File: config.mk
export PLATFORM = sky130hd
export DESIGN_NAME = timer_pwm_channels
export DESIGN_NICKNAME = d
export VERILOG_FILES = /design/src/core/tpm_pkg.sv /design/src/core/timer_pwm_channels.sv
export VERILOG_INCLUDE_DIRS = /design/src /design/src/core
export SDC_FILE = /design/constraint.sdc
export NUM_CORES = 1
export LEC_CHECK = 0
export BUFFER_PORTS_ARGS = -buffer_cell sky130_fd_sc_hd__buf_2
export CORE_UTILIZATION = 44
export CTS_CLUSTER_DIAMETER = 60
export CTS_CLUSTER_SIZE = 28
export DETAILED_ROUTE_END_ITERATION = 6
export GPL_TIMING_DRIVEN = 0
export RECOVER_POWER = 25
export SYNTH_ARGS = -nofsm -noshare
export SYNTH_HDL_FRONTEND = slang
export SYNTH_SLANG_ARGS = --single-unit
File: constraint.sdc
create_clock -name sys_clk -period 5.6 [get_ports sys_clk]
set_clock_uncertainty 0.2 [all_clocks]
set_input_delay 0.56 -clock sys_clk [delete_from_list [all_inputs] [get_ports sys_clk]]
set_output_delay 0.56 -clock sys_clk [all_outputs]
set_load 0.01 [all_outputs]
File: src/core/tpm_consts.svh
/*
  Register offsets, field positions, encodings and reset values of the timer channel block.
  Assumes it is included by the package and by the design file, each by its bare name.
*/
`ifndef TIMER_PWM_CONSTS_SVH
`define TIMER_PWM_CONSTS_SVH

// Structure.
`define NUM_CH        2
`define CNT_W         16
`define ADDR_W        8

// Byte offsets on the register bus, one 32-bit word per 8-bit register.
`define OFS_TSC       8'h00
`define OFS_CNT_HI    8'h04
`define OFS_CNT_LO    8'h08
`define OFS_MOD_HI    8'h0C
`define OFS_MOD_LO    8'h10
`define CH_BASE_HI    3'h1
`define CH_SEL_BIT    4
`define CH_REG_CS     2'h0
`define CH_REG_VH     2'h1
`define CH_REG_VL     2'h2

// Timer control/status fields.
`define TSC_FLAG      7
`define TSC_IE        6
`define TSC_CENTER    5
`define TSC_RUN       3

// Channel control/status fields.
`define CS_FLAG       7
`define CS_IE         6
`define CS_MSB        5
`define CS_MSA        4
`define CS_ELSB       3
`define CS_ELSA       2

// Values.
`define CNT_ZERO      16'h0000
`define CNT_ONE       16'h0001
`define CNT_MAX       16'hFFFF
`define SIGN_BIT      15
`define HTRANS_NONSEQ 2'h2
`define HRESP_OKAY    1'b0
`define BYTE_ZERO     8'h00

`endif

File: src/core/tpm_pkg.sv
/*
  Types of the timer channel block: bus carrier structs and the channel mode enumeration.
  Assumes tpm_consts.svh sits beside it in the include path.
*/
`include "tpm_consts.svh"

package timer_pwm_pkg;

  // Address and data phase signals that an AHB-Lite master drives into this slave.
  typedef struct packed {
    logic              hsel;
    logic [31:0]       haddr;
    logic [1:0]        htrans;
    logic              hwrite;
    logic [2:0]        hsize;
    logic [31:0]       hwdata;
  } ahb_req_s;

  // Slave answer.
  typedef struct packed {
    logic [31:0]       hrdata;
    logic              hreadyout;
    logic              hresp;
  } ahb_rsp_s;

  // Effective behaviour of one channel.
  typedef enum logic [1:0] {
    MODE_CAPTURE,
    MODE_COMPARE,
    MODE_EDGE_PWM,
    MODE_CENTER_PWM
  } ch_mode_e;

endpackage

File: src/core/timer_pwm_channels.sv
/*
  Timer with a 16-bit up or up/down counter, modulus, overflow flag and NUM_CH channels
  offering input capture, output compare, edge-aligned and center-aligned PWM, reached
  over an AHB-Lite slave with 8-bit registers in the low byte of each word.
  Assumes channel pins are synchronous to sys_clk and a single master doing word transfers.
*/
// Decided for this implementation: register access over AHB-Lite and the address map.
`timescale 1ns/1ps
`include "tpm_consts.svh"

module timer_pwm_channels import timer_pwm_pkg::*; (
  input  wire logic                 sys_clk,
  input  wire logic                 rst_n,
  input  wire ahb_req_s             ahbReq,
  input  wire logic                 hready,
  output      ahb_rsp_s             ahbRsp,
  input  wire logic [`NUM_CH-1:0]   chPinIn,
  output      logic [`NUM_CH-1:0]   chPinOut,
  output      logic [`NUM_CH-1:0]   chPinOe,
  output      logic                 overflowIrq,
  output      logic [`NUM_CH-1:0]   channelIrq
);

  // Bus data phase tracking; reads take one wait state so their side effects see settled state.
  logic                dValid_q;
  logic                dWrite_q;
  logic [`ADDR_W-1:0]  dAddr_q;
  logic                rdDone_q;
  logic [7:0]          hrdata_q;
  wire                 accept   = ahbReq.hsel && ahbReq.htrans == `HTRANS_NONSEQ && hready;
  wire                 readNow  = dValid_q && !dWrite_q && !rdDone_q;
  wire                 writeNow = dValid_q && dWrite_q;
  wire                 readyOut = !readNow;
  wire [7:0]           wByte    = ahbReq.hwdata[7:0];

  // Register select decode.
  wire                 selTsc   = dAddr_q == `OFS_TSC;
  wire                 selCntH  = dAddr_q == `OFS_CNT_HI;
  wire                 selCntL  = dAddr_q == `OFS_CNT_LO;
  wire                 selModH  = dAddr_q == `OFS_MOD_HI;
  wire                 selModL  = dAddr_q == `OFS_MOD_LO;
  wire                 selChAny = dAddr_q[7:5] == `CH_BASE_HI;
  wire [1:0]           chReg    = dAddr_q[3:2];

  // One driver for the whole answer struct: read byte, ready and an OKAY response.
  assign ahbRsp = {24'h000000, hrdata_q, readyOut, `HRESP_OKAY};

  // Address phase capture and the read wait state.
  always_ff @(posedge sys_clk) begin
    if (!rst_n) begin
      dValid_q <= 1'b0;
      dWrite_q <= 1'b0;
      dAddr_q  <= '0;
      rdDone_q <= 1'b0;
    end else begin
      rdDone_q <= readNow;
      if (readyOut) begin
        dValid_q <= accept;
        dWrite_q <= ahbReq.hwrite;
        dAddr_q  <= ahbReq.haddr[`ADDR_W-1:0];
      end
    end
  end

  // Timer state.
  logic [`CNT_W-1:0]   cnt_q;
  logic                dirDown_q;
  logic [`CNT_W-1:0]   mod_q;
  logic [`CNT_W-1:0]   modBuf_q;
  logic                modHiW_q;
  logic                modLoW_q;
  logic                ovfFlag_q;
  logic                ovfArm_q;
  logic                ovfIe_q;
  logic                center_q;
  logic                run_q;
  logic                cntLatch_q;
  logic                cntHalfHi_q;
  logic [`CNT_W-1:0]   cntBuf_q;

  wire                 wrTsc   = writeNow && selTsc;
  wire                 wrCnt   = writeNow && (selCntH || selCntL);
  wire                 rdCnt   = readNow && (selCntH || selCntL);
  wire [`CNT_W-1:0]    termCnt = (mod_q == `CNT_ZERO) ? `CNT_MAX : mod_q;
  wire                 upWrap  = run_q && !center_q && cnt_q == termCnt;
  wire                 reverse = run_q && center_q && !dirDown_q && cnt_q == mod_q
                                 && mod_q != `CNT_ZERO;
  wire                 ovfEvent = upWrap || reverse;
  wire                 modApply = modHiW_q && modLoW_q && (!center_q || reverse);
  wire [`CNT_W-1:0]    cntView  = cntLatch_q ? cntBuf_q : cnt_q;

  // Up/down sequence; center select picks the counting mode.
  logic [`CNT_W-1:0]   cnt_d;
  logic                dirDown_d;
  always_comb begin
    cnt_d     = cnt_q;
    dirDown_d = dirDown_q;
    if (wrCnt) begin
      cnt_d     = `CNT_ZERO;
      dirDown_d = 1'b0;
    end else if (run_q && !center_q) begin
      cnt_d     = upWrap ? `CNT_ZERO : cnt_q + `CNT_ONE;
      dirDown_d = 1'b0;
    end else if (run_q && dirDown_q) begin
      cnt_d     = (cnt_q == `CNT_ZERO) ? `CNT_ONE : cnt_q - `CNT_ONE;
      dirDown_d = cnt_q != `CNT_ZERO;
    end else if (run_q) begin
      cnt_d     = reverse ? cnt_q - `CNT_ONE : cnt_q + `CNT_ONE;
      dirDown_d = reverse;
    end
  end

  // Counter, modulus buffer and timer control; a counter write also drops its read latch.
  always_ff @(posedge sys_clk) begin
    if (!rst_n) begin
      cnt_q       <= `CNT_ZERO;
      dirDown_q   <= 1'b0;
      mod_q       <= `CNT_ZERO;
      modBuf_q    <= `CNT_ZERO;
      modHiW_q    <= 1'b0;
      modLoW_q    <= 1'b0;
      ovfIe_q     <= 1'b0;
      center_q    <= 1'b0;
      run_q       <= 1'b0;
      cntLatch_q  <= 1'b0;
      cntHalfHi_q <= 1'b0;
      cntBuf_q    <= `CNT_ZERO;
    end else begin
      cnt_q     <= cnt_d;
      dirDown_q <= dirDown_d;
      if (modApply) begin
        mod_q    <= modBuf_q;
        modHiW_q <= 1'b0;
        modLoW_q <= 1'b0;
      end
      if (writeNow && selModH) begin
        modBuf_q[15:8] <= wByte;
        modHiW_q       <= 1'b1;
      end
      if (writeNow && selModL) begin
        modBuf_q[7:0] <= wByte;
        modLoW_q      <= 1'b1;
      end
      if (wrTsc) begin
        modHiW_q <= 1'b0;
        modLoW_q <= 1'b0;
        ovfIe_q  <= wByte[`TSC_IE];
        center_q <= wByte[`TSC_CENTER];
        run_q    <= wByte[`TSC_RUN];
      end
      if (wrCnt) begin
        cntLatch_q <= 1'b0;
      end else if (rdCnt && !cntLatch_q) begin
        cntLatch_q  <= 1'b1;
        cntHalfHi_q <= selCntH;
        cntBuf_q    <= cnt_q;
      end else if (rdCnt && cntHalfHi_q != selCntH) begin
        cntLatch_q <= 1'b0;
      end
    end
  end

  // Overflow flag two-step clear; a new event wins and restarts the sequence.
  always_ff @(posedge sys_clk) begin
    if (!rst_n) begin
      ovfFlag_q <= 1'b0;
      ovfArm_q  <= 1'b0;
    end else if (ovfEvent) begin
      ovfFlag_q <= 1'b1;
      ovfArm_q  <= 1'b0;
    end else if (wrTsc && !wByte[`TSC_FLAG] && ovfArm_q) begin
      ovfFlag_q <= 1'b0;
      ovfArm_q  <= 1'b0;
    end else if (readNow && selTsc && ovfFlag_q) begin
      ovfArm_q <= 1'b1;
    end
  end

  assign overflowIrq = ovfFlag_q && ovfIe_q;

  logic [7:0]          chCsRd  [`NUM_CH];
  logic [7:0]          chValRd [`NUM_CH];

  // Per-channel logic.
  for (genvar i = 0; i < `NUM_CH; i++) begin : g_ch
    logic              flag_q;
    logic              arm_q;
    logic              ie_q;
    logic              msb_q;
    logic              msa_q;
    logic              elsb_q;
    logic              elsa_q;
    logic [`CNT_W-1:0] val_q;
    logic [`CNT_W-1:0] buf_q;
    logic              hiW_q;
    logic              loW_q;
    logic              capLatch_q;
    logic              capHalfHi_q;
    logic [`CNT_W-1:0] capBuf_q;
    logic              pinPrev_q;
    logic              out_q;
    ch_mode_e          mode;

    wire sel    = selChAny && dAddr_q[`CH_SEL_BIT] == 1'(i);
    wire wrCs   = writeNow && sel && chReg == `CH_REG_CS;
    wire selVH  = sel && chReg == `CH_REG_VH;
    wire selVL  = sel && chReg == `CH_REG_VL;
    wire rdVal  = readNow && (selVH || selVL);

    // Center select overrides the mode bits, so edge PWM only up-counts.
    assign mode = center_q ? MODE_CENTER_PWM :
                  msb_q    ? MODE_EDGE_PWM   :
                  msa_q    ? MODE_COMPARE    : MODE_CAPTURE;

    wire isCap  = mode == MODE_CAPTURE;
    wire rise   = chPinIn[i] && !pinPrev_q;
    wire fall   = !chPinIn[i] && pinPrev_q;
    wire capEv  = isCap && ((elsa_q && rise) || (elsb_q && fall));
    wire match  = run_q && !isCap && cnt_q == val_q;
    wire both   = hiW_q && loW_q;
    // Zero wait; shared reversal; compare applies at once.
    wire xfer   = both && (mode == MODE_EDGE_PWM   ? cnt_q == `CNT_ZERO :
                           mode == MODE_CENTER_PWM ? reverse : 1'b1);
    wire [`CNT_W-1:0] effVal = xfer ? buf_q : val_q;
    // Sign and zero give 0%, above modulus gives 100%; the down-count match at
    // the value opens the pulse, so below the modulus the active span is exactly twice the value.
    wire cenActive = val_q != `CNT_ZERO && !val_q[`SIGN_BIT]
                     && (cnt_q < val_q || (cnt_q == val_q && dirDown_q));
    wire [`CNT_W-1:0] valView = capLatch_q ? capBuf_q : val_q;

    assign chCsRd[i]  = {flag_q, ie_q, msb_q, msa_q, elsb_q, elsa_q, 2'b00};
    assign chValRd[i] = selVH ? valView[15:8] : valView[7:0];
    assign channelIrq[i] = flag_q && ie_q;
    assign chPinOut[i]   = out_q;
    assign chPinOe[i]    = !isCap && (elsb_q || elsa_q);

    // Control, value and buffer registers.
    always_ff @(posedge sys_clk) begin
      if (!rst_n) begin
        ie_q        <= 1'b0;
        msb_q       <= 1'b0;
        msa_q       <= 1'b0;
        elsb_q      <= 1'b0;
        elsa_q      <= 1'b0;
        val_q       <= `CNT_ZERO;
        buf_q       <= `CNT_ZERO;
        hiW_q       <= 1'b0;
        loW_q       <= 1'b0;
        capLatch_q  <= 1'b0;
        capHalfHi_q <= 1'b0;
        capBuf_q    <= `CNT_ZERO;
        pinPrev_q   <= 1'b0;
      end else begin
        pinPrev_q <= chPinIn[i];
        if (capEv) begin
          val_q <= cnt_q;
        end else if (xfer) begin
          val_q <= buf_q;
        end
        if (xfer) begin
          hiW_q <= 1'b0;
          loW_q <= 1'b0;
        end
        if (writeNow && selVH) begin
          buf_q[15:8] <= wByte;
          hiW_q       <= 1'b1;
        end
        if (writeNow && selVL) begin
          buf_q[7:0] <= wByte;
          loW_q      <= 1'b1;
        end
        if (wrCs) begin
          capLatch_q <= 1'b0;
        end else if (rdVal && isCap && !capLatch_q) begin
          capLatch_q  <= 1'b1;
          capHalfHi_q <= selVH;
          capBuf_q    <= val_q;
        end else if (rdVal && capHalfHi_q != selVH) begin
          capLatch_q <= 1'b0;
        end
        if (wrCs) begin
          hiW_q  <= 1'b0;
          loW_q  <= 1'b0;
          ie_q   <= wByte[`CS_IE];
          msb_q  <= wByte[`CS_MSB];
          msa_q  <= wByte[`CS_MSA];
          elsb_q <= wByte[`CS_ELSB];
          elsa_q <= wByte[`CS_ELSA];
        end
      end
    end

    // Channel flag; a new event beats the clearing write.
    always_ff @(posedge sys_clk) begin
      if (!rst_n) begin
        flag_q <= 1'b0;
        arm_q  <= 1'b0;
      end else if (capEv || match) begin
        flag_q <= 1'b1;
        arm_q  <= 1'b0;
      end else if (wrCs && !wByte[`CS_FLAG] && arm_q) begin
        flag_q <= 1'b0;
        arm_q  <= 1'b0;
      end else if (readNow && sel && chReg == `CH_REG_CS && flag_q) begin
        arm_q <= 1'b1;
      end
    end

    // Pin drive per mode; the center output is evaluated every count so 0% and 100% hold.
    always_ff @(posedge sys_clk) begin
      if (!rst_n) begin
        out_q <= 1'b0;
      end else begin
        case (mode)
          MODE_COMPARE: begin
            if (match) begin
              out_q <= (elsb_q && elsa_q) ? 1'b1 :
                       elsb_q             ? 1'b0 :
                       elsa_q             ? !out_q : out_q;
            end
          end
          MODE_EDGE_PWM: begin
            // Overflow edge unless duty is zero, compare edge otherwise.
            if (run_q && cnt_q == `CNT_ZERO && effVal != `CNT_ZERO) begin
              out_q <= !elsa_q;
            end else if (match) begin
              out_q <= elsa_q;
            end
          end
          MODE_CENTER_PWM: begin
            // High around zero for select A low, inverted for high.
            if (run_q) begin
              out_q <= elsa_q ^ cenActive;
            end
          end
          default: begin
            out_q <= out_q;
          end
        endcase
      end
    end
  end

  // Read data selection.
  wire [7:0] chSelCs  = chCsRd[dAddr_q[`CH_SEL_BIT]];
  wire [7:0] chSelVal = chValRd[dAddr_q[`CH_SEL_BIT]];
  wire [7:0] tscRd    = {ovfFlag_q, ovfIe_q, center_q, 1'b0, run_q, 3'b000};
  wire [7:0] rdByte   = selTsc   ? tscRd :
                        selCntH  ? cntView[15:8] :
                        selCntL  ? cntView[7:0] :
                        selModH  ? mod_q[15:8] :
                        selModL  ? mod_q[7:0] :
                        (selChAny && chReg == `CH_REG_CS) ? chSelCs :
                        (selChAny && (chReg == `CH_REG_VH || chReg == `CH_REG_VL)) ? chSelVal :
                        `BYTE_ZERO;

  // Read data register, loaded in the wait cycle.
  always_ff @(posedge sys_clk) begin
    if (!rst_n) begin
      hrdata_q <= `BYTE_ZERO;
    end else if (readNow) begin
      hrdata_q <= rdByte;
    end
  end

endmodule

# Yosys cells after proc, flatten, opt, wreduce, memory -nomap -nowiden
# Cells that the tools add are included.
# word_totals
reg_bits	215
latchBits	0
ram_bits	0
mem_bits_ro	0
in_bits	76
out_inout_bits	41
word_cells	343
mem_count	0
# op_classes
n_addsub	2
mul	0
div_mod_pow	0
magnitude_cmp	3
n_eq_ne	29
shift	0
muxes	78
n_bitwise	8
n_reduce_logical	169
# op_table
operator	n
two-way mux 16 bit	14
two-way mux 8 bit	15
nonzero test 16 bit	6
logical AND 1 bit	93
== test 16 bit	4
two-way mux 1 bit	43
zero test 16 bit	2
< comparator 16 bit	2
nonzero test 2 bit	13
zero test 1 bit	21
adder 16 x 1 -> 16 bit (second input constant)	1
== test 8 x 4 -> 1 bit (second input constant)	2
subtractor 16 x 1 -> 16 bit (second input constant)	1
logical OR 1 bit	14
== test 2 bit (second input constant)	6
OR reduction 3 bit	4
AND reduction 5 bit	2
nonzero test 3 bit	3
== test 8 x 3 -> 1 bit (second input constant)	1
== test 8 x 5 -> 1 bit (second input constant)	1
zero test 8 bit	1
two-way mux 2 bit	4
!= test 2 bit (second input constant)	4
!= test 4 bit (second input constant)	2
12 further kinds	30

# Longest topological paths before layout
# Gate-level depths: netlist of the first run.
# depth
depth_word	14
ltp_mapped	13
mapped_depth_nobuf	10

# Worst setup path after synthesis of the first run
# Ideal clock, no wire load.
# synth_timing
kind	reg-to-reg
startpoint	register cnt_q[1]
endpoint	register g_ch[0].val_q[9]
arrival_ns	2.601
setup_slack_ns	2.708
stages_incl_launch_ff	13
cell_sequence	dfxtp_1 -> clkbuf_1 -> inv_1 -> ha_1 -> nor4b_1 -> and4_1 -> clkbuf_1 -> o311ai_0 -> nor2_1 -> inv_2 -> buf_4 -> nand2_1 -> a311oi_1
# synth_via
elab_chain_cells	8
# synth_rtl
item	line_no	source
from (decl)	timer_pwm_channels.sv:66	logic [`CNT_W-1:0] cnt_q;
from (signal assigned)	timer_pwm_channels.sv:116	cnt_q <= `CNT_ZERO;
from (signal assigned)	timer_pwm_channels.sv:129	cnt_q <= cnt_d;
== test 16 bit	timer_pwm_channels.sv:86	wire reverse = run_q && center_q && !dirDown_q && cnt_q == mod_q
logical AND 1 bit	timer_pwm_channels.sv:86	
logical AND 1 bit (no source line)	--	
two-way mux 1 bit	timer_pwm_channels.sv:223	mode == MODE_CENTER_PWM ? reverse : 1'b1);
two-way mux 1 bit (*)	timer_pwm_channels.sv:222	wire xfer = both && (mode == MODE_EDGE_PWM ? cnt_q == `CNT_ZERO :
logical AND 1 bit (*)	timer_pwm_channels.sv:222	
two-way mux 16 bit (*) (2 in series)	--	
to (signal assigned)	timer_pwm_channels.sv:245	val_q <= `CNT_ZERO;
to (signal assigned)	timer_pwm_channels.sv:256	val_q <= cnt_q;
to (signal assigned)	timer_pwm_channels.sv:258	val_q <= buf_q;
to (decl)	timer_pwm_channels.sv:193	logic [`CNT_W-1:0] val_q;
# Mark *: on every way between the ends. The rest lies on a longest branch, timed or not.
# A chain may end at the register's enable or synchronous reset.

# Final worst setup path of the first run
# layout_timing
startpoint	register cnt_q[14]
endpoint	register g_ch[1].val_q[8]
# layout_via
elab_chain_cells	8
# layout_rtl
item	line_no
== test 16 bit	timer_pwm_channels.sv:86
logical AND 1 bit	timer_pwm_channels.sv:86
logical AND 1 bit (no source line)	--
two-way mux 1 bit	timer_pwm_channels.sv:223
two-way mux 1 bit (*)	timer_pwm_channels.sv:222
logical AND 1 bit (*)	timer_pwm_channels.sv:222
two-way mux 16 bit (*) (2 in series)	--
to (signal assigned)	timer_pwm_channels.sv:245
to (signal assigned)	timer_pwm_channels.sv:256
to (signal assigned)	timer_pwm_channels.sv:258
to (decl)	timer_pwm_channels.sv:193
# Marked as above.

==> results of run 1 <==
layout make-up:
type	count	area share (%)
multi-input cells	1181	51.9
flip-flops and latches	215	31.5
clock buffers	27	4.70
plain buffers	135	4.64
well taps	341	3.12
clock inverters	19	1.55
inverters	53	1.45
repair buffers	35	1.19
diodes	1	0.0183
report_power, final:
group	switching (µW)	leakage [µW]	internal, µW
sequential	5.73	0.00173	1530
combinational	105	0.00291	41.9
clock	766	0.000419	953
state kept, by name, summed over array words and instances, names as in the netlist, 8 cells and up:
signal / flops
cntBuf_q: 16
cnt_q: 16
dAddr_q: 8
g_ch.buf_q: 32
g_ch.capBuf_q: 32
g_ch.val_q: 32
hrdata_q: 8
modBuf_q: 16
mod_q: 16
layer usage:
| layer | vias to the layer above | routed length (µm) | global-route usage, % |
|---|---|---|---|
| met1 | 5867 | 22100 | 49.6 |
| li1 | 5658 | - | - |
| met5 | - | 0 | 0 |
| met2 | 708 | 19900 | 50.0 |
| met4 | 0 | 2840 | 18.5 |
| met3 | 139 | 4530 | 5.12 |
critical path: cells and delay by family (launching register included):
kind / cells / cell delay, ns
buffers and inverters: 3 / 1.43
XOR/XNOR: 1 / 0.20
flip-flops: 1 / 0.61
AND/OR/NAND/NOR: 4 / 1.12
AO/OA/AOI/OAI: 2 / 1.10
synthesized netlist by cell type, types with 5 or more instances:
| library cell | n | area (µm²) |
|---|---|---|
| o22ai_1 | 7 | 43.8 |
| nor2_1 | 165 | 619 |
| clkbuf_1 | 94 | 353 |
| a21oi_1 | 119 | 596 |
| dfxtp_1 | 215 | 4300 |
| o21a_1 | 5 | 37.5 |
| o31ai_1 | 6 | 45.0 |
| mux2i_1 | 87 | 871 |
| nor4_1 | 30 | 188 |
| or3_1 | 5 | 31.3 |
| a31oi_1 | 9 | 56.3 |
| o21ai_0 | 43 | 215 |
| and4_1 | 5 | 43.8 |
| nor3_1 | 26 | 130 |
| a211oi_1 | 11 | 82.6 |
| a21boi_0 | 9 | 67.6 |
| a2111oi_0 | 7 | 61.3 |
| xnor2_1 | 5 | 43.8 |
| nand2_1 | 271 | 1020 |
| a221oi_1 | 5 | 43.8 |
| buf_2 | 7 | 35.0 |
| xor2_1 | 9 | 78.8 |
| and2_1 | 15 | 93.8 |
| a311oi_1 | 33 | 289 |
| o211a_1 | 7 | 70.1 |
| inv_1 | 49 | 184 |
| mux2_2 | 7 | 78.8 |
| a22oi_1 | 6 | 45.0 |
| and3_1 | 20 | 125 |
| o2111a_1 | 5 | 56.3 |
| nand3_1 | 27 | 135 |
| nand2b_1 | 17 | 106 |
| a21o_1 | 6 | 45.0 |
| nand4_1 | 20 | 125 |
| or4_1 | 6 | 45.0 |
| nor2b_1 | 46 | 288 |
| o211ai_1 | 12 | 90.1 |
| a222oi_1 | 8 | 80.1 |
| buf_4 | 31 | 233 |
| ha_1 | 39 | 488 |
through the flow:
step                      power, µW  worst slack [ns]
after global routing           3480             0.738
after detailed placement       1720              1.21
final                          3410             0.834
after floorplan                1660              2.71
after CTS                      3410              1.15
after global placement         1720              1.16
kinds of logic after synthesis:
group,Yosys count
multiplexers,95
buffers and inverters,188
AO/OA/AOI/OAI,336
XOR/XNOR,14
adder cells (fa/ha/maj),39
other,1
AND/OR/NAND/NOR,672
flip-flops,215
final timing paths:
path                                start                     endpoint  slack [ns]
hold / removal                 ahbReq[35]        dWrite_q$_SDFFE_PN0N_        0.03
setup / recovery   cnt_q[14]$_SDFFE_PP0P_  g_ch[1].val_q[8]$_SDFF_PN0_        0.83
hold reg to reg   dAddr_q[0]$_SDFFE_PN0N_      dAddr_q[0]$_SDFFE_PN0N_        0.26
setup reg to reg   cnt_q[14]$_SDFFE_PP0P_  g_ch[1].val_q[8]$_SDFF_PN0_        0.83
==> impl_metrics.env, run 1 <==
export IMPL_synth_top_family_by_area="simple AND/OR/NAND/NOR gates"
export IMPL_via_per_inst=6.16
export IMPL_finalNetCount=1761
export IMPL_fill_cells=2716
export IMPL_drv_slew=0
export IMPL_relSlewSlack_pct=12.6
export IMPL_synth_edf_count=0
export IMPL_vias=12372
export IMPL_dp_hpwl_mm=36.1
export IMPL_seq_area_mm2=0.00430
export IMPL_port_buffers=35
export IMPL_multiInputGateArea_mm2=0.00710
export IMPL_ys_seq_area_share_pct=35.4
export IMPL_synthCells=1560
export IMPL_setup_worst_path_end_class="flop"
export IMPL_synthAdderAreaFrac_pct=4.02
export IMPL_post_cts_buffers=0
export IMPL_grt_pass1_vias=11310
export IMPL_cts_buffers_inserted=25
export IMPL_worst_slew_pin_transition_ns=1.31
export IMPL_synthMuxAreaShare_pct=8.00
export IMPL_ys_flop_type="dfxtp_1"
export IMPL_hp_class="input port to flop"
export IMPL_cts_resized=0
export IMPL_cp_common_cell="buf_2"
export IMPL_antenna_left=0
export IMPL_syn_avg_cell_area_um2=7.79
export IMPL_cts_num_sinks=215
export IMPL_final_cell_mix="nand2_1 (271), dfxtp_1 (215), nor2_1 (165)"
export IMPL_setup_tns_ns=0
export IMPL_ir_drop_mv=0.212
export IMPL_routed_wl_mm=49.4
export IMPL_yosysWarnings=0
export IMPL_p_leak_uw=0.00506
export IMPL_cts_hold_buffers=0
export IMPL_max_clock_freq_mhz=210
export IMPL_yosys_area_share_simple_pct=25.7
export IMPL_grt_antenna_before_repair=1
export IMPL_grt_pass1_wl_mm=72.8
export IMPL_wire_per_inst_um=24.6
export IMPL_syn_area_mm2=0.0121
export IMPL_ys_ff_latch=215
export IMPL_hold_worst_slack_ns=0.0268
export IMPL_ios=117
export IMPL_start_util_pct=45.0
export IMPL_fp_coreArea_mm2=0.0270
export IMPL_reg2reg_depth=10
export IMPL_synthArstFlopShare_pct=0
export IMPL_drt_initial_drc_count=1457
export IMPL_start_kind="flop"
export IMPL_die_area_mm2=0.0283
export IMPL_track_usage_pct=34.7
export IMPL_clkLatencyLatePin_ns=0.57
export IMPL_hold_depth=2
export IMPL_root_buffer="clkbuf_16"
export IMPL_rsz0062_at_grt="no"
export IMPL_synthXorXnorAreaFrac_pct=1.01
export IMPL_critPathKind="flop to flop"
export IMPL_drv_cap=0
export IMPL_crit_slowest_cell="clkbuf_1"
export IMPL_utilization_pct=50.6
export IMPL_ys_types=82
export IMPL_area_growth_syn_to_layout_pct=12.6
export IMPL_status="completed"
export IMPL_required_ns=5.88
export IMPL_first_pass_iters=6
export IMPL_placed_cells=1960
export IMPL_cp_data_arrival_time_ns=5.04
export IMPL_grt_max_degree=18
export IMPL_clk_path_buf_depth=3
export IMPL_final_common_cell="nand2_1"
export IMPL_fin_crit_ns=4.77
export IMPL_htreeDepth=1
export IMPL_drc=0
export IMPL_synth_compound_gate_area_share_pct=19.0
export IMPL_hold_viol_final=0
export IMPL_fin_crit_sh_pct=85.1
export IMPL_routabilityCongestion=1.01
export IMPL_drive_above_1_share_pct=8.11
export IMPL_powerDensity_mw_per_mm2=249
export IMPL_final_cells=2007
export IMPL_cts_tree="yes"
export IMPL_die_y_um=168
export IMPL_die_w_um=168
export IMPL_max_stage_delay_ns=1.02
export IMPL_place_area_mm2=0.0128
export IMPL_num_rows=60
export IMPL_path_cells="clkbuf_1, xor2_1, nor4_1, nand4_1, o31ai_1, and2_1, buf_2, buf_2, nand2_1, a311oi_1"
export IMPL_setup_violations_final=0
export IMPL_clk_pin_slew_ns=0.07
export IMPL_final_area_mm2=0.0137
export IMPL_grt_overflow=0
export IMPL_critical_path_max_fanout=10
No activity file was read; power rests on OpenSTA's default activity.
==> inputs of run 2 (changes only) <==
Settings changed: ABC_AREA from default to 1.
==> impl_metrics.env, run 2 <==
export IMPL_cp_common_cell="nand2_1"
export IMPL_cts_hold_buffers=0
export IMPL_dr_wl_met3_mm=5.15
export IMPL_dp_hpwl_mm=37.1
export IMPL_fill_cells=2873
export IMPL_wire_per_inst_um=21.4
export IMPL_netlist_area_leader_share_pct=35.1
export IMPL_final_cell_mix="nand2_1 (369), dfxtp_1 (215), nor2_1 (197)"
export IMPL_yosys_top_cells_count="nand2_1 (369), dfxtp_1 (215), nor2_1 (197)"
export IMPL_cts_buffers_inserted=27
export IMPL_multiInputGateArea_mm2=0.00659
export IMPL_hp_class="input port to flop"
export IMPL_die_w_um=169
export IMPL_start_kind="flop"
export IMPL_utilization_pct=51.1
export IMPL_final_common_cell="nand2_1"
export IMPL_via_per_inst=5.69
export IMPL_ir_drop_mv=0.247
export IMPL_met2_wirelength_mm=20.1
export IMPL_cp_data_arrival_time_ns=3.98
export IMPL_root_buffer="clkbuf_16"
export IMPL_diodes=0
export IMPL_cts_tree="yes"
export IMPL_crit_slowest_cell="dfxtp_1"
export IMPL_yosysMostFrequentCell="nand2_1"
export IMPL_max_stage_delay_ns=0.43
export IMPL_vias=13160
export IMPL_first_pass_iters=6
export IMPL_wl_met1_mm=22.7
export IMPL_setup_tns_ns=0
export IMPL_cts_num_sinks=215
export IMPL_clkPwrFrac_pct=50.2
export IMPL_synth_area_leaders="dfxtp_1 (35%), nand2_1 (11%), a21oi_1 (7.6%)"
export IMPL_grt_pass1_vias=11478
export IMPL_synthArstFlopShare_pct=0
export IMPL_hold_viol_final=0
export IMPL_synth_edf_count=0
export IMPL_status="completed"
export IMPL_grt_pass1_wl_mm=72.7
export IMPL_clk_path_buf_depth=3
export IMPL_max_clock_freq_mhz=265
export IMPL_path_buf_inv=4
export IMPL_syn_avg_cell_area_um2=6.68
export IMPL_relSlewSlack_pct=11.4
export IMPL_fp_coreArea_mm2=0.0272
export IMPL_hold_worst_slack_ns=0.0227
export IMPL_die_y_um=169
export IMPL_rsz0062_at_grt="no"
export IMPL_p_comb_share_pct=6.3
export IMPL_setup_violations_final=0
export IMPL_post_cts_buffers=0
export IMPL_antenna_left=0
export IMPL_drt_initial_drc_count=1640
export IMPL_p_int_uw=2560
export IMPL_setup_worst_path_end_class="flop"
export IMPL_port_buffers=34
export IMPL_grt_max_degree=18
export IMPL_top_regs="g_ch.buf_q (32), g_ch.capBuf_q (32), g_ch.val_q (32)"
export IMPL_htreeDepth=1
export IMPL_fin_crit_ns=3.77
export IMPL_critical_path_max_fanout=10
export IMPL_clk_pin_slew_ns=0.07
export IMPL_yosysWarnings=0
export IMPL_ios=117
export IMPL_swShare_pct=28.6
export IMPL_path_delay_family="simple AND/OR/NAND/NOR gates"
export IMPL_required_ns=5.81
export IMPL_area_growth_syn_to_layout_pct=13.4
export IMPL_cts_resized=0
export IMPL_synthCells=1835
export IMPL_syn_area_mm2=0.0123
export IMPL_finalNetCount=2037
export IMPL_netSwitchingPower_uw=1030
export IMPL_grt_overflow=0
export IMPL_fin_crit_sh_pct=67.3
export IMPL_die_area_mm2=0.0285
export IMPL_critPathKind="flop to flop"
export IMPL_synth_top_cell_by_area="dfxtp_1"
export IMPL_routed_wl_mm=49.5
export IMPL_seq_area_mm2=0.00430
export IMPL_clkLatencyLatePin_ns=0.55
export IMPL_routabilityCongestion=0.971
export IMPL_powerDensity_mw_per_mm2=258
export IMPL_ys_types=47
export IMPL_ys_flop_type="dfxtp_1"
export IMPL_num_rows=60
export IMPL_ys_ff_latch=215
export IMPL_drc=0
export IMPL_drive_above_1_share_pct=8.14
export IMPL_start_util_pct=45.1
export IMPL_worst_slew_pin_transition_ns=1.32
export IMPL_track_usage_pct=34.3
export IMPL_dr_max_layer_used="met4"
export IMPL_p_seq_share_pct=43.5
export IMPL_drv_slew=0
export IMPL_path_cells="buf_4, inv_2, nand2_1, nand2_1, nor2_1, nand2_1, nor2_2, nand3_2, nand2_4, buf_2, nand3_1, clkbuf_1, o21ai_0, a21oi_1"
export IMPL_ys_seq_area_share_pct=35.1
export IMPL_p_leak_uw=0.00611
export IMPL_drv_cap=0
export IMPL_grt_antenna_before_repair=0
## run 2: power by group through the flow
| stage | clock network, µW | registers (µW) | logic [µW] |
|---|---|---|---|
| finish | 1800 | 1560 | 227 |
| global route | 1880 | 1560 | 244 |
| CTS | 1800 | 1560 | 220 |
| detailed placement | 0 | 1590 | 219 |
| global placement | 0 | 1590 | 218 |
| floorplan | 0 | 1590 | 140 |
## run 2: worst paths after layout
kind | start | to | slack, ns | depth (start not counted)
setup / recovery | cnt_q[8]$_SDFFE_PP0P_ | mod_q[6]$_SDFFE_PN0P_ | 1.83 | 14
hold / removal | chPinIn[1] | g_ch[1].pinPrev_q$_SDFF_PN0_ | 0.02 | 3
setup reg to reg | cnt_q[8]$_SDFFE_PP0P_ | mod_q[6]$_SDFFE_PN0P_ | 1.83 | 14
hold reg to reg | g_ch[0].capBuf_q[0]$_SDFFE_PN0P_ | g_ch[0].capBuf_q[0]$_SDFFE_PN0P_ | 0.25 | 2
## run 2: worst register-to-register path, cell delays in order (launching register included)
cell	delay [ns]
dfxtp_1	0.43
buf_4	0.23
inv_2	0.19
nand2_1	0.20
nand2_1	0.07
nor2_1	0.15
nand2_1	0.09
nor2_2	0.09
nand3_2	0.28
nand2_4	0.30
buf_2	0.33
nand3_1	0.25
clkbuf_1	0.32
o21ai_0	0.41
a21oi_1	0.10
## run 2: per-layer routing
| metal | GRT usage, % | vias to the layer above |
|---|---|---|
| met1 | 51.6 | 6112 |
| li1 | - | 6238 |
| met5 | 0 | - |
| met3 | 5.07 | 78 |
| met2 | 49.9 | 732 |
| met4 | 10.2 | 0 |
## run 2: logic make-up after synthesis
kind of cell / synth area share [%]
simple gates: 25.8
compound gates: 21.8
xor+xnor: 1.43
buf+inv: 11.9
fa+ha+maj: 3.98
other cells: 0.0306
flops: 35.1
## run 2: layout make-up
class	count	area share, %
tap	372	3.35
multi-input combinational	1308	47.4
inverter	217	5.93
timing repair buffer	34	1.11
clock inverter	21	1.73
clock buffer	28	4.96
buffer	119	4.54
sequential	215	31.0
## run 2: per-stage QoR
stage                     total power (µW)  cell area, µm²  worst slack [ns]  cells
final                                 3590           13900              1.83   2314
after global routing                  3680           13900              1.68   2314
after CTS                             3580           13900              1.94   2314
after detailed placement              1810           13000              1.97   2265
after global placement                1810           13000              2.02   2265
after floorplan                       1730           12400              3.16   1859
